$ cat src/pkg/primary_interrupt_control_defs.svh
// offsets, bit positions, reset values and bus codes of the primary interrupt control
`ifndef PRIMARY_INTERRUPT_CONTROL_DEFS_SVH
`define PRIMARY_INTERRUPT_CONTROL_DEFS_SVH

`define OFS_PRIMARY 8'h00
`define OFS_SECONDARY 8'h04
`define OFS_CONFIG 8'h08
`define OFS_STATUS 8'h0c
`define OFS_MASK 8'h10

`define BIT_PIN_LV_FLAG 6
`define BIT_CP1_FLAG 5
`define BIT_COMB_FLAG 4
`define BIT_PIN_LV_EN 3
`define BIT_CP1_EN 2
`define BIT_COMB_EN 1
`define BIT_GLOBAL_EN 0

`define BIT_T1_FLAG 6
`define BIT_CP2_FLAG 5
`define BIT_CP3_FLAG 4
`define BIT_T1_EN 2
`define BIT_CP2_EN 1
`define BIT_CP3_EN 0

`define BIT_LOWVOLT_SELECT 0

`define ST_PIN_LV 0
`define ST_CP1 1
`define ST_COMB 2
`define STATUS_WIDTH 3

`define PRIMARY_WMASK 8'h7f
`define SECONDARY_WMASK 8'h77
`define PRIMARY_RESET 8'h00
`define SECONDARY_RESET 8'h00
`define STATUS_RESET 3'h0
`define MASK_RESET 3'h0

`define HTRANS_ACTIVE_BIT 1
`define HRESP_OKAY 1'b0
`define READ_ZERO 32'h0000_0000

`endif

$ cat src/pkg/primary_interrupt_control_pkg.sv
// state types of the primary interrupt control and its source capture
`include "primary_interrupt_control_defs.svh"
package primary_interrupt_control_pkg;

  typedef struct packed {
    logic [7:0] primary;
    logic [7:0] secondary;
    logic lowvolt_select;
    logic [`STATUS_WIDTH-1:0] status;
    logic [`STATUS_WIDTH-1:0] mask;
    logic write_pending;
    logic [7:0] write_index;
    logic [31:0] hrdata;
    logic hreadyout;
    logic hresp;
    logic core_request;
    logic irq;
  } control_state_type;

  typedef struct packed {
    logic pin_prev;
    logic lowvolt_prev;
    logic pin_event;
    logic lowvolt_event;
    logic cmp1_event;
    logic timer1_event;
    logic cmp2_event;
    logic cmp3_event;
  } capture_state_type;

endpackage

$ cat src/pkg/source_event_if.sv
// source events passed from the capture stage to the control registers; only the pin and low-voltage events are one-cycle edges
`timescale 1ns/1ps
`default_nettype none
interface source_event_if;
  logic pin_event;
  logic lowvolt_event;
  logic cmp1_event;
  logic timer1_event;
  logic cmp2_event;
  logic cmp3_event;

  modport producer (
    output pin_event,
    output lowvolt_event,
    output cmp1_event,
    output timer1_event,
    output cmp2_event,
    output cmp3_event
  );

  modport consumer (
    input pin_event,
    input lowvolt_event,
    input cmp1_event,
    input timer1_event,
    input cmp2_event,
    input cmp3_event
  );
endinterface
`default_nettype wire
$ cat src/logic/primary_interrupt_control.sv
// primary interrupt control: flags, enables, global enable and core request over ahb-lite
`timescale 1ns/1ps
`default_nettype none
`include "primary_interrupt_control_defs.svh"
module primary_interrupt_control
  import primary_interrupt_control_pkg::*;
#(
  parameter int ADDR_WIDTH = 8
) (
  input wire logic hclk,
  input wire logic hresetn,
  input wire logic hsel,
  input wire logic [31:0] haddr,
  input wire logic [1:0] htrans,
  input wire logic hwrite,
  input wire logic [2:0] hsize,
  input wire logic [31:0] hwdata,
  input wire logic hready,
  output var logic hreadyout,
  output var logic [31:0] hrdata,
  output var logic hresp,
  input wire logic ext_interrupt_pin,
  input wire logic low_voltage_detector_out,
  input wire logic comparator_one_event,
  input wire logic timer_one_event,
  input wire logic comparator_two_event,
  input wire logic comparator_three_event,
  input wire logic core_interrupt_accept,
  output var logic core_interrupt_request,
  output var logic irq
);

  control_state_type s;
  control_state_type next_s;

  source_event_if events ();

  source_edge_capture capture (
    .hclk(hclk),
    .hresetn(hresetn),
    .ext_interrupt_pin(ext_interrupt_pin),
    .low_voltage_detector_out(low_voltage_detector_out),
    .comparator_one_event(comparator_one_event),
    .timer_one_event(timer_one_event),
    .comparator_two_event(comparator_two_event),
    .comparator_three_event(comparator_three_event),
    .events(events)
  );

  // address phase decode; only word transfers are expected, so hsize is not decoded
  logic access;
  logic read_access;
  logic write_access;
  logic [7:0] access_index;

  assign access = hsel & htrans[`HTRANS_ACTIVE_BIT] & hready;
  assign read_access = access & ~hwrite;
  assign write_access = access & hwrite;
  assign access_index = 8'(haddr[ADDR_WIDTH-1:0]);

  // data phase write strobes
  logic wr_primary;
  logic wr_secondary;
  logic wr_config;
  logic wr_status;
  logic wr_mask;

  assign wr_primary = s.write_pending & (s.write_index == `OFS_PRIMARY);
  assign wr_secondary = s.write_pending & (s.write_index == `OFS_SECONDARY);
  assign wr_config = s.write_pending & (s.write_index == `OFS_CONFIG);
  assign wr_status = s.write_pending & (s.write_index == `OFS_STATUS);
  assign wr_mask = s.write_pending & (s.write_index == `OFS_MASK);

  // read mux over the next state, so a read right behind a write sees the new value
  function automatic logic [31:0] read_value(
    input control_state_type v,
    input logic [7:0] index
  );
    logic [31:0] r;
    r = `READ_ZERO;
    unique case (index)
      `OFS_PRIMARY: r[7:0] = v.primary & `PRIMARY_WMASK;
      `OFS_SECONDARY: r[7:0] = v.secondary & `SECONDARY_WMASK;
      `OFS_CONFIG: r[`BIT_LOWVOLT_SELECT] = v.lowvolt_select;
      `OFS_STATUS: r[`STATUS_WIDTH-1:0] = v.status;
      `OFS_MASK: r[`STATUS_WIDTH-1:0] = v.mask;
      default: r = `READ_ZERO;
    endcase
    return r;
  endfunction

  // events that set flags this cycle
  logic pin_lv_set;
  logic cp1_set;
  logic [7:0] secondary_set;
  logic comb_set;

  always_comb begin
    // the option picks which of the two sources owns the shared flag
    pin_lv_set = s.lowvolt_select ? events.lowvolt_event : events.pin_event;
    cp1_set = events.cmp1_event;
    secondary_set = 8'h00;
    secondary_set[`BIT_T1_FLAG] = events.timer1_event;
    secondary_set[`BIT_CP2_FLAG] = events.cmp2_event;
    secondary_set[`BIT_CP3_FLAG] = events.cmp3_event;
    // a gathered source only reaches the combined flag through its own enable
    comb_set = (secondary_set[`BIT_T1_FLAG] & s.secondary[`BIT_T1_EN])
             | (secondary_set[`BIT_CP2_FLAG] & s.secondary[`BIT_CP2_EN])
             | (secondary_set[`BIT_CP3_FLAG] & s.secondary[`BIT_CP3_EN]);
  end

  // pending and enabled per source, before the global gate
  logic pin_lv_ready;
  logic cp1_ready;
  logic comb_ready;
  logic any_ready;

  always_comb begin
    next_s = s;

    // bus pipeline: every transfer is answered with zero wait states
    next_s.hreadyout = 1'b1;
    next_s.hresp = `HRESP_OKAY;
    next_s.write_pending = write_access;
    next_s.write_index = write_access ? access_index : s.write_index;

    // primary register: software write first, then hardware sets on top
    if (wr_primary) begin
      next_s.primary = hwdata[7:0] & `PRIMARY_WMASK;
    end
    // a taken interrupt drops the global enable; a write in the same cycle wins
    if (core_interrupt_accept && s.core_request && !wr_primary) begin
      next_s.primary[`BIT_GLOBAL_EN] = 1'b0;
    end
    // set beats a software clear landing in the same cycle
    if (pin_lv_set) begin
      next_s.primary[`BIT_PIN_LV_FLAG] = 1'b1;
    end
    if (cp1_set) begin
      next_s.primary[`BIT_CP1_FLAG] = 1'b1;
    end
    if (comb_set) begin
      next_s.primary[`BIT_COMB_FLAG] = 1'b1;
    end

    // secondary register holding the gathered sources
    if (wr_secondary) begin
      next_s.secondary = hwdata[7:0] & `SECONDARY_WMASK;
    end
    next_s.secondary = next_s.secondary | secondary_set;

    // source option; changing it does not move a flag already pending
    if (wr_config) begin
      next_s.lowvolt_select = hwdata[`BIT_LOWVOLT_SELECT];
    end

    // sticky event status, cleared by writing ones, a new event wins
    if (wr_status) begin
      next_s.status = s.status & ~hwdata[`STATUS_WIDTH-1:0];
    end
    next_s.status[`ST_PIN_LV] = next_s.status[`ST_PIN_LV] | pin_lv_set;
    next_s.status[`ST_CP1] = next_s.status[`ST_CP1] | cp1_set;
    next_s.status[`ST_COMB] = next_s.status[`ST_COMB] | comb_set;

    if (wr_mask) begin
      next_s.mask = hwdata[`STATUS_WIDTH-1:0];
    end

    // worked out here, once the flags have settled, so no loop runs through a second process
    pin_lv_ready = next_s.primary[`BIT_PIN_LV_FLAG] & next_s.primary[`BIT_PIN_LV_EN];
    cp1_ready = next_s.primary[`BIT_CP1_FLAG] & next_s.primary[`BIT_CP1_EN];
    comb_ready = next_s.primary[`BIT_COMB_FLAG] & next_s.primary[`BIT_COMB_EN];
    any_ready = pin_lv_ready | cp1_ready | comb_ready;

    // request to the core only with flag, enable and global enable all high
    next_s.core_request = next_s.primary[`BIT_GLOBAL_EN] & any_ready;

    // system interrupt line follows unmasked sticky status
    next_s.irq = |(next_s.status & next_s.mask);

    // read data is loaded at the address phase edge and stands for the data phase
    next_s.hrdata = read_access ? read_value(next_s, access_index) : `READ_ZERO;
  end

  always_ff @(posedge hclk or negedge hresetn) begin
    if (!hresetn) begin
      s.primary <= `PRIMARY_RESET;
      s.secondary <= `SECONDARY_RESET;
      s.lowvolt_select <= 1'b0;
      s.status <= `STATUS_RESET;
      s.mask <= `MASK_RESET;
      s.write_pending <= 1'b0;
      s.write_index <= 8'h00;
      s.hrdata <= `READ_ZERO;
      s.hreadyout <= 1'b1;
      s.hresp <= `HRESP_OKAY;
      s.core_request <= 1'b0;
      s.irq <= 1'b0;
    end else begin
      s <= next_s;
    end
  end

  assign hreadyout = s.hreadyout;
  assign hrdata = s.hrdata;
  assign hresp = s.hresp;
  assign core_interrupt_request = s.core_request;
  assign irq = s.irq;

endmodule
`default_nettype wire

$ cat src/logic/source_edge_capture.sv
// registers raw pin and peripheral signals as source events; only the pin and low-voltage level are cut to one-cycle rising edges
`timescale 1ns/1ps
`default_nettype none
module source_edge_capture
  import primary_interrupt_control_pkg::*;
(
  input wire logic hclk,
  input wire logic hresetn,
  input wire logic ext_interrupt_pin,
  input wire logic low_voltage_detector_out,
  input wire logic comparator_one_event,
  input wire logic timer_one_event,
  input wire logic comparator_two_event,
  input wire logic comparator_three_event,
  source_event_if.producer events
);

  capture_state_type s;
  capture_state_type next_s;

  always_comb begin
    next_s = s;
    next_s.pin_prev = ext_interrupt_pin;
    next_s.lowvolt_prev = low_voltage_detector_out;
    // rising edges only: a held pin or a standing low-voltage level asks once
    next_s.pin_event = ext_interrupt_pin & ~s.pin_prev;
    next_s.lowvolt_event = low_voltage_detector_out & ~s.lowvolt_prev;
    next_s.cmp1_event = comparator_one_event;
    next_s.timer1_event = timer_one_event;
    next_s.cmp2_event = comparator_two_event;
    next_s.cmp3_event = comparator_three_event;
  end

  always_ff @(posedge hclk or negedge hresetn) begin
    if (!hresetn) begin
      s <= '0;
    end else begin
      s <= next_s;
    end
  end

  assign events.pin_event = s.pin_event;
  assign events.lowvolt_event = s.lowvolt_event;
  assign events.cmp1_event = s.cmp1_event;
  assign events.timer1_event = s.timer1_event;
  assign events.cmp2_event = s.cmp2_event;
  assign events.cmp3_event = s.cmp3_event;

endmodule
`default_nettype wire

$ cat config.mk
export PLATFORM = sky130hd
export DESIGN_NAME = primary_interrupt_control
export DESIGN_NICKNAME = d
export VERILOG_FILES = /design/src/pkg/primary_interrupt_control_pkg.sv /design/src/pkg/source_event_if.sv /design/src/logic/primary_interrupt_control.sv /design/src/logic/source_edge_capture.sv
export VERILOG_INCLUDE_DIRS = /design/src /design/src/pkg
export SDC_FILE = /design/constraint.sdc
export NUM_CORES = 1
export LEC_CHECK = 0
export CAP_MARGIN = 15
export CORE_MARGIN = 3
export CORE_UTILIZATION = 50
export DETAILED_ROUTE_END_ITERATION = 16
export DONT_BUFFER_PORTS = 1
export GPL_TIMING_DRIVEN = 0
export PLACE_DENSITY_LB_ADDON = 0.12
export SLEW_MARGIN = 20
export SYNTH_ARGS = -nofsm -noshare
export SYNTH_HDL_FRONTEND = slang
export SYNTH_SLANG_ARGS = --single-unit
$ cat constraint.sdc
create_clock -name hclk -period 3.67 [get_ports hclk]
set_input_delay 0.367 -clock hclk [delete_from_list [all_inputs] [get_ports hclk]]
set_output_delay 0.367 -clock hclk [all_outputs]
set_load 0.01 [all_outputs]
**Word-level counts from Yosys, hierarchy flattened**

Cells that the tools add are included.

- Order comparisons: 0
- Reductions and logical operators: 6
- Divide/modulo/power cells: 0
- Multiply operators: 0
- Equality and inequality tests: 8
- Bitwise gates (word level): 32
- Muxes and demuxes: 14
- Add/subtract/negate cells: 0
- Shift operators: 0

Operators by type and width:

| cell | count |
|---|---|
| $eq A8 B4 Y1 const B | 4 |
| $and A1 B1 Y1 | 18 |
| $eq A8 B3 Y1 const B | 2 |
| $eq A8 B5 Y1 const B | 2 |
| $logic_not A8 Y1 | 2 |
| $mux W7 | 2 |
| $mux W8 | 1 |
| $or A8 B7 Y8 | 1 |
| $pmux W2 S4 | 1 |
| $pmux W4 S2 | 1 |
| $or A1 B1 Y1 | 7 |
| $and A3 B3 Y3 | 2 |
| $mux W1 | 6 |
| $mux W3 | 2 |
| $pmux W1 S5 | 1 |
| $not A1 Y1 | 3 |
| $not A3 Y3 | 1 |
| $reduce_or A3 Y1 | 1 |
| $logic_and A1 B1 Y1 | 2 |
| $logic_not A1 Y1 | 1 |

- Bits in writable memories: 0
- Flip-flop bits (word level): 48
- Bits in latches: 0
- Word-level logic and storage cells: 78
- Memory bits (read-only): 0
- Memories: 0

**Logic depth before layout (Yosys ltp)**

- Depth in word-level cells: 8
- Gate-level depth with buffers: 5
- Mapped depth without buffers: 5

**Modules after synthesis**

From an unflattened synthesis, not the netlist that was laid out.

- Cell total of the unflattened synthesis: 221
- Area, all modules: 2338.5 sq um

By module, submodules not included:

| module | area an instance (sq um) | cells an instance | instances |
|---|---|---|---|
| primary_interrupt_control | 2110.8 | 211 | 1 |
| source_edge_capture | 227.7 | 10 | 1 |

**Worst setup path after synthesis**

Ideal clock, no wire load.

- Kind: reg2reg
- Start: register s[39] in the netlist's numbering
- End: register hrdata[1] (netlist name)
- Cell stages (with the launch flop): 6
- Setup slack: 1.682 ns
- Required time: 3.542 ns
- Arrival time: 1.860 ns
- Period minus slack after synthesis: 1.988 ns
- Library setup time: 0.128 ns
- Path through: dfrtp_1 > or4b_4 > nor3_4 > mux2_2 > a2bb2oi_1 > a21oi_1

RTL lines:

| element | RTL line | text |
|---|---|---|
| start: declaration | primary_interrupt_control.sv:33 | `control_state_type s;` |
| start signal: assignment | primary_interrupt_control.sv:200 | `s <= next_s;` |

==> qor.csv <==
stage;metric;value;unit
route;drtIter0Drc;79;
pwr;peakVddDrop;0.000279;V
placed_design;hpwl;3.36;mm
synth;yosysMostFrequentCell;dfrtp_1;
pwr;power.density;406;nW/µm²
route;routedWlPerCell;14.7;µm
outcome;status;completed;
sta;rsz0062_at_grt;no;
setup_path;cp_slowest_cell;nor4b_1;
synth;synth_area;2270;µm²
clock_network;clockRootBuffer;clkbuf_8;
sta;tightest_slew;0.767;ns
setup_path;start_kind;flip-flop;
sta;period_share;64.2;%
global_routing;overflow;0;
global_routing;track_usage;17.7;%
route;routed_wl;4.41;mm
route;drcViolationCount;0;
route;first_pass_iters;4;
synth;seq_area_frac_synth;50.8;%
synth;ys.flop_type;dfrtp_1;
layout;final_nets;332;
floorplan;dieArea;5380;µm²
synth;async_flop_share;100;%
synth;synth_top_cell_area_share;50.8;%
global_routing;antenna_found_initial;0;
layout;area_growth_syn_to_layout;11.9;%
synth;ys_types;42;
sta;slew_violations;0;
floorplan;core_area;4170;µm²
sta;max_freq;424;MHz
pwr;p_leak;0.00123;µW
sta;hold_viol;0;
floorplan;die_x;73.3;µm
sta;tns;0;ns
synth;synth.area.top_cells;dfrtp_1 51%, buf_4 11%, nand2_1 5.6%, mux2i_1 4.4%, mux2_2 3.5%;
sta;period_needed;2.36;ns
synth;yosys_warnings;0;
synth;synth.avg_cell_area;10.4;µm²
clock_network;cts.clk_slew.worst_paths;0.08;ns
synth;synth-edff-count;0;
route;antenna_left;0;
placed_design;gp_congestion;0.834;
layout;diodes;0;
clock_network;insertion_delay;0.29;ns
synth;synth_commonest_cells;46 x dfrtp_1, 34 x buf_4, 34 x nand2_1;
min_path;hp-class;in -> reg;
route;via_per_inst;5.02;
setup_path;crit_chain;nor4b_1 > nand3_1 > mux2_2 > o221ai_1 > a31oi_1;
clock_network;cts_setup_buffers;0;
global_routing;grt_max_degree;47;
floorplan;row_count;23;
floorplan;io-pin-count;117;
clock_network;htree_levels;2;
synth;synth_largest_area_cell;dfrtp_1;
layout;drive_gt1_share;21.9;%
synth;synth-seq-cells;46;
global_routing;grt_pass1_vias;1486;
clock_network;cts.sinks;46;
route;dr_total_vias;1511;
pwr;totalPowerFinal;1030;µW
flow_run;maxCapViolations;0;
clock_network;cts_made_buffers;5;
floorplan;die_h;73.3;µm
placed_design;port_buffers;0;
setup_path;cp.required;3.82;ns
clock_network;tritoncts;yes;
setup_path;critPathMaxStageDelay;0.58;ns
global_routing;grt_pass1_wl;7.06;mm
setup_path;crit_type;reg -> reg;
sta;finalSetupViolations;0;
clock_network;cts_buffer_depth;2;
setup_path;end_kind;flip-flop;
floorplan;initial_core_util;54.3;%
synth;synth_cells;217;
sta;fin_skew;0.00351;ns
setup_path;arrival;2.51;ns
sta;timing.slew.headroom;48.1;%
setup_path;crit_fanout;6;
==> power breakdown <==
| part | internal [µW] | leakage (µW) | switching (µW) |
|---|---|---|---|
| registers | 555 | 0.000545 | 37.7 |
| logic | 72.8 | 0.000645 | 85.1 |
| clock network | 131 | 0.0000383 | 147 |
| total | 759 | 0.00123 | 270 |
==> layout make-up <==
class / instances / area (µm²)
Multi-Input combinational cell: 147 / 897
Buffer: 35 / 259
Timing Repair Buffer: 2 / 37.5
Fill cell: 359 / 1640
Inverter: 14 / 52.6
Clock buffer: 7 / 76.3
Sequential cell: 46 / 1150
Tap cell: 50 / 62.6
==> cell families after synthesis <==
| group | share of synthesized area [%] |
|---|---|
| flip-flops | 50.8 |
| AO/OA/AOI/OAI | 10.1 |
| other | 0.331 |
| AND/OR/NAND/NOR | 17.2 |
| buffers and inverters | 13.7 |
| multiplexers | 7.90 |
==> flip-flops by register name, summed over array words and instances, names as in the netlist <==
| name | count |
|---|---|
| capture.events.cmp1_event | 1 |
| irq | 1 |
| capture.events.cmp3_event | 1 |
| core_interrupt_request | 1 |
| capture.events.lowvolt_event | 1 |
| capture.events.timer1_event | 1 |
| hrdata | 7 |
| capture.events.pin_event | 1 |
| s | 29 |
| capture.s | 2 |
| capture.events.cmp2_event | 1 |
==> timing repair <==
action,CTS,global route
hold buffers,2,0
gates resized for setup,0,0
hold endpoints to repair,46,0
==> routing by layer <==
metal	up-vias	global-route usage (%)	part of all wire [%]
met4	0	6.64	0
met5	-	0	0
met3	0	4.24	7.9
met1	697	24.6	45
met2	59	27.1	47
li1	755	-	-
==> per-stage QoR <==
stage          hold slack (ns)  instances  setup slack (ns)  instance area [µm²]  util (%)
5_1_grt                 0.0795        301              1.19                 2540      60.8
6_report                 0.101        301              1.31                 2540      60.8
3_5_place_dp            0.0730        292              1.35                 2420      58.1
3_3_place_gp            0.0728        292              1.38                 2420      58.1
4_1_cts                 0.0933        301              1.33                 2540      60.8
2_1_floorplan           0.0714        242              1.68                 2360         -
==> worst max-delay path: cells and delay by family, from the launching register on <==
kind | cells | cell delay, ns
and+or+nand+nor | 2 | 1.07
DFF | 1 | 0.42
muxes | 1 | 0.42
AOI/OAI and AO/OA | 2 | 0.31
==> cells in the final DEF, fill, tap and decap left out, types with 2 or more instances in the layout <==
cell,count
mux2i_1,10
nand4_1,3
nor3b_1,2
nor4b_1,2
a21o_1,2
nor3_1,2
a41oi_1,2
nand2_1,34
mux2_2,7
clkbuf_8,5
nor4_1,3
nand3_1,4
buf_4,34
inv_1,13
clkbuf_1,3
o21ai_0,4
a21oi_1,6
nand2b_1,6
nor2b_1,2
o221ai_1,2
nor2_1,5
a21bo_2,3
dfrtp_1,46
a2bb2oi_1,2
conb_1,27
a31oi_1,3
==> path summary, 6_finish.rpt <==
path	from	endpoint	slack, ns	cells past startpoint
max in group asynchronous	hresetn	capture.events.lowvolt_event$_DFF_PN0_	2.89	2
setup / recovery	s[39]$_DFFE_PN0P_	hrdata[0]$_DFF_PN0_	1.31	5
setup reg to reg	s[39]$_DFFE_PN0P_	hrdata[0]$_DFF_PN0_	1.31	5
hold reg to reg	capture.s[6]$_DFF_PN0_	capture.events.lowvolt_event$_DFF_PN0_	0.39	1
hold / removal	comparator_two_event	capture.events.cmp2_event$_DFF_PN0_	0.10	0
min in group asynchronous	hresetn	hrdata[0]$_DFF_PN0_	0.58	2
(Power assumes the default switching activity.)
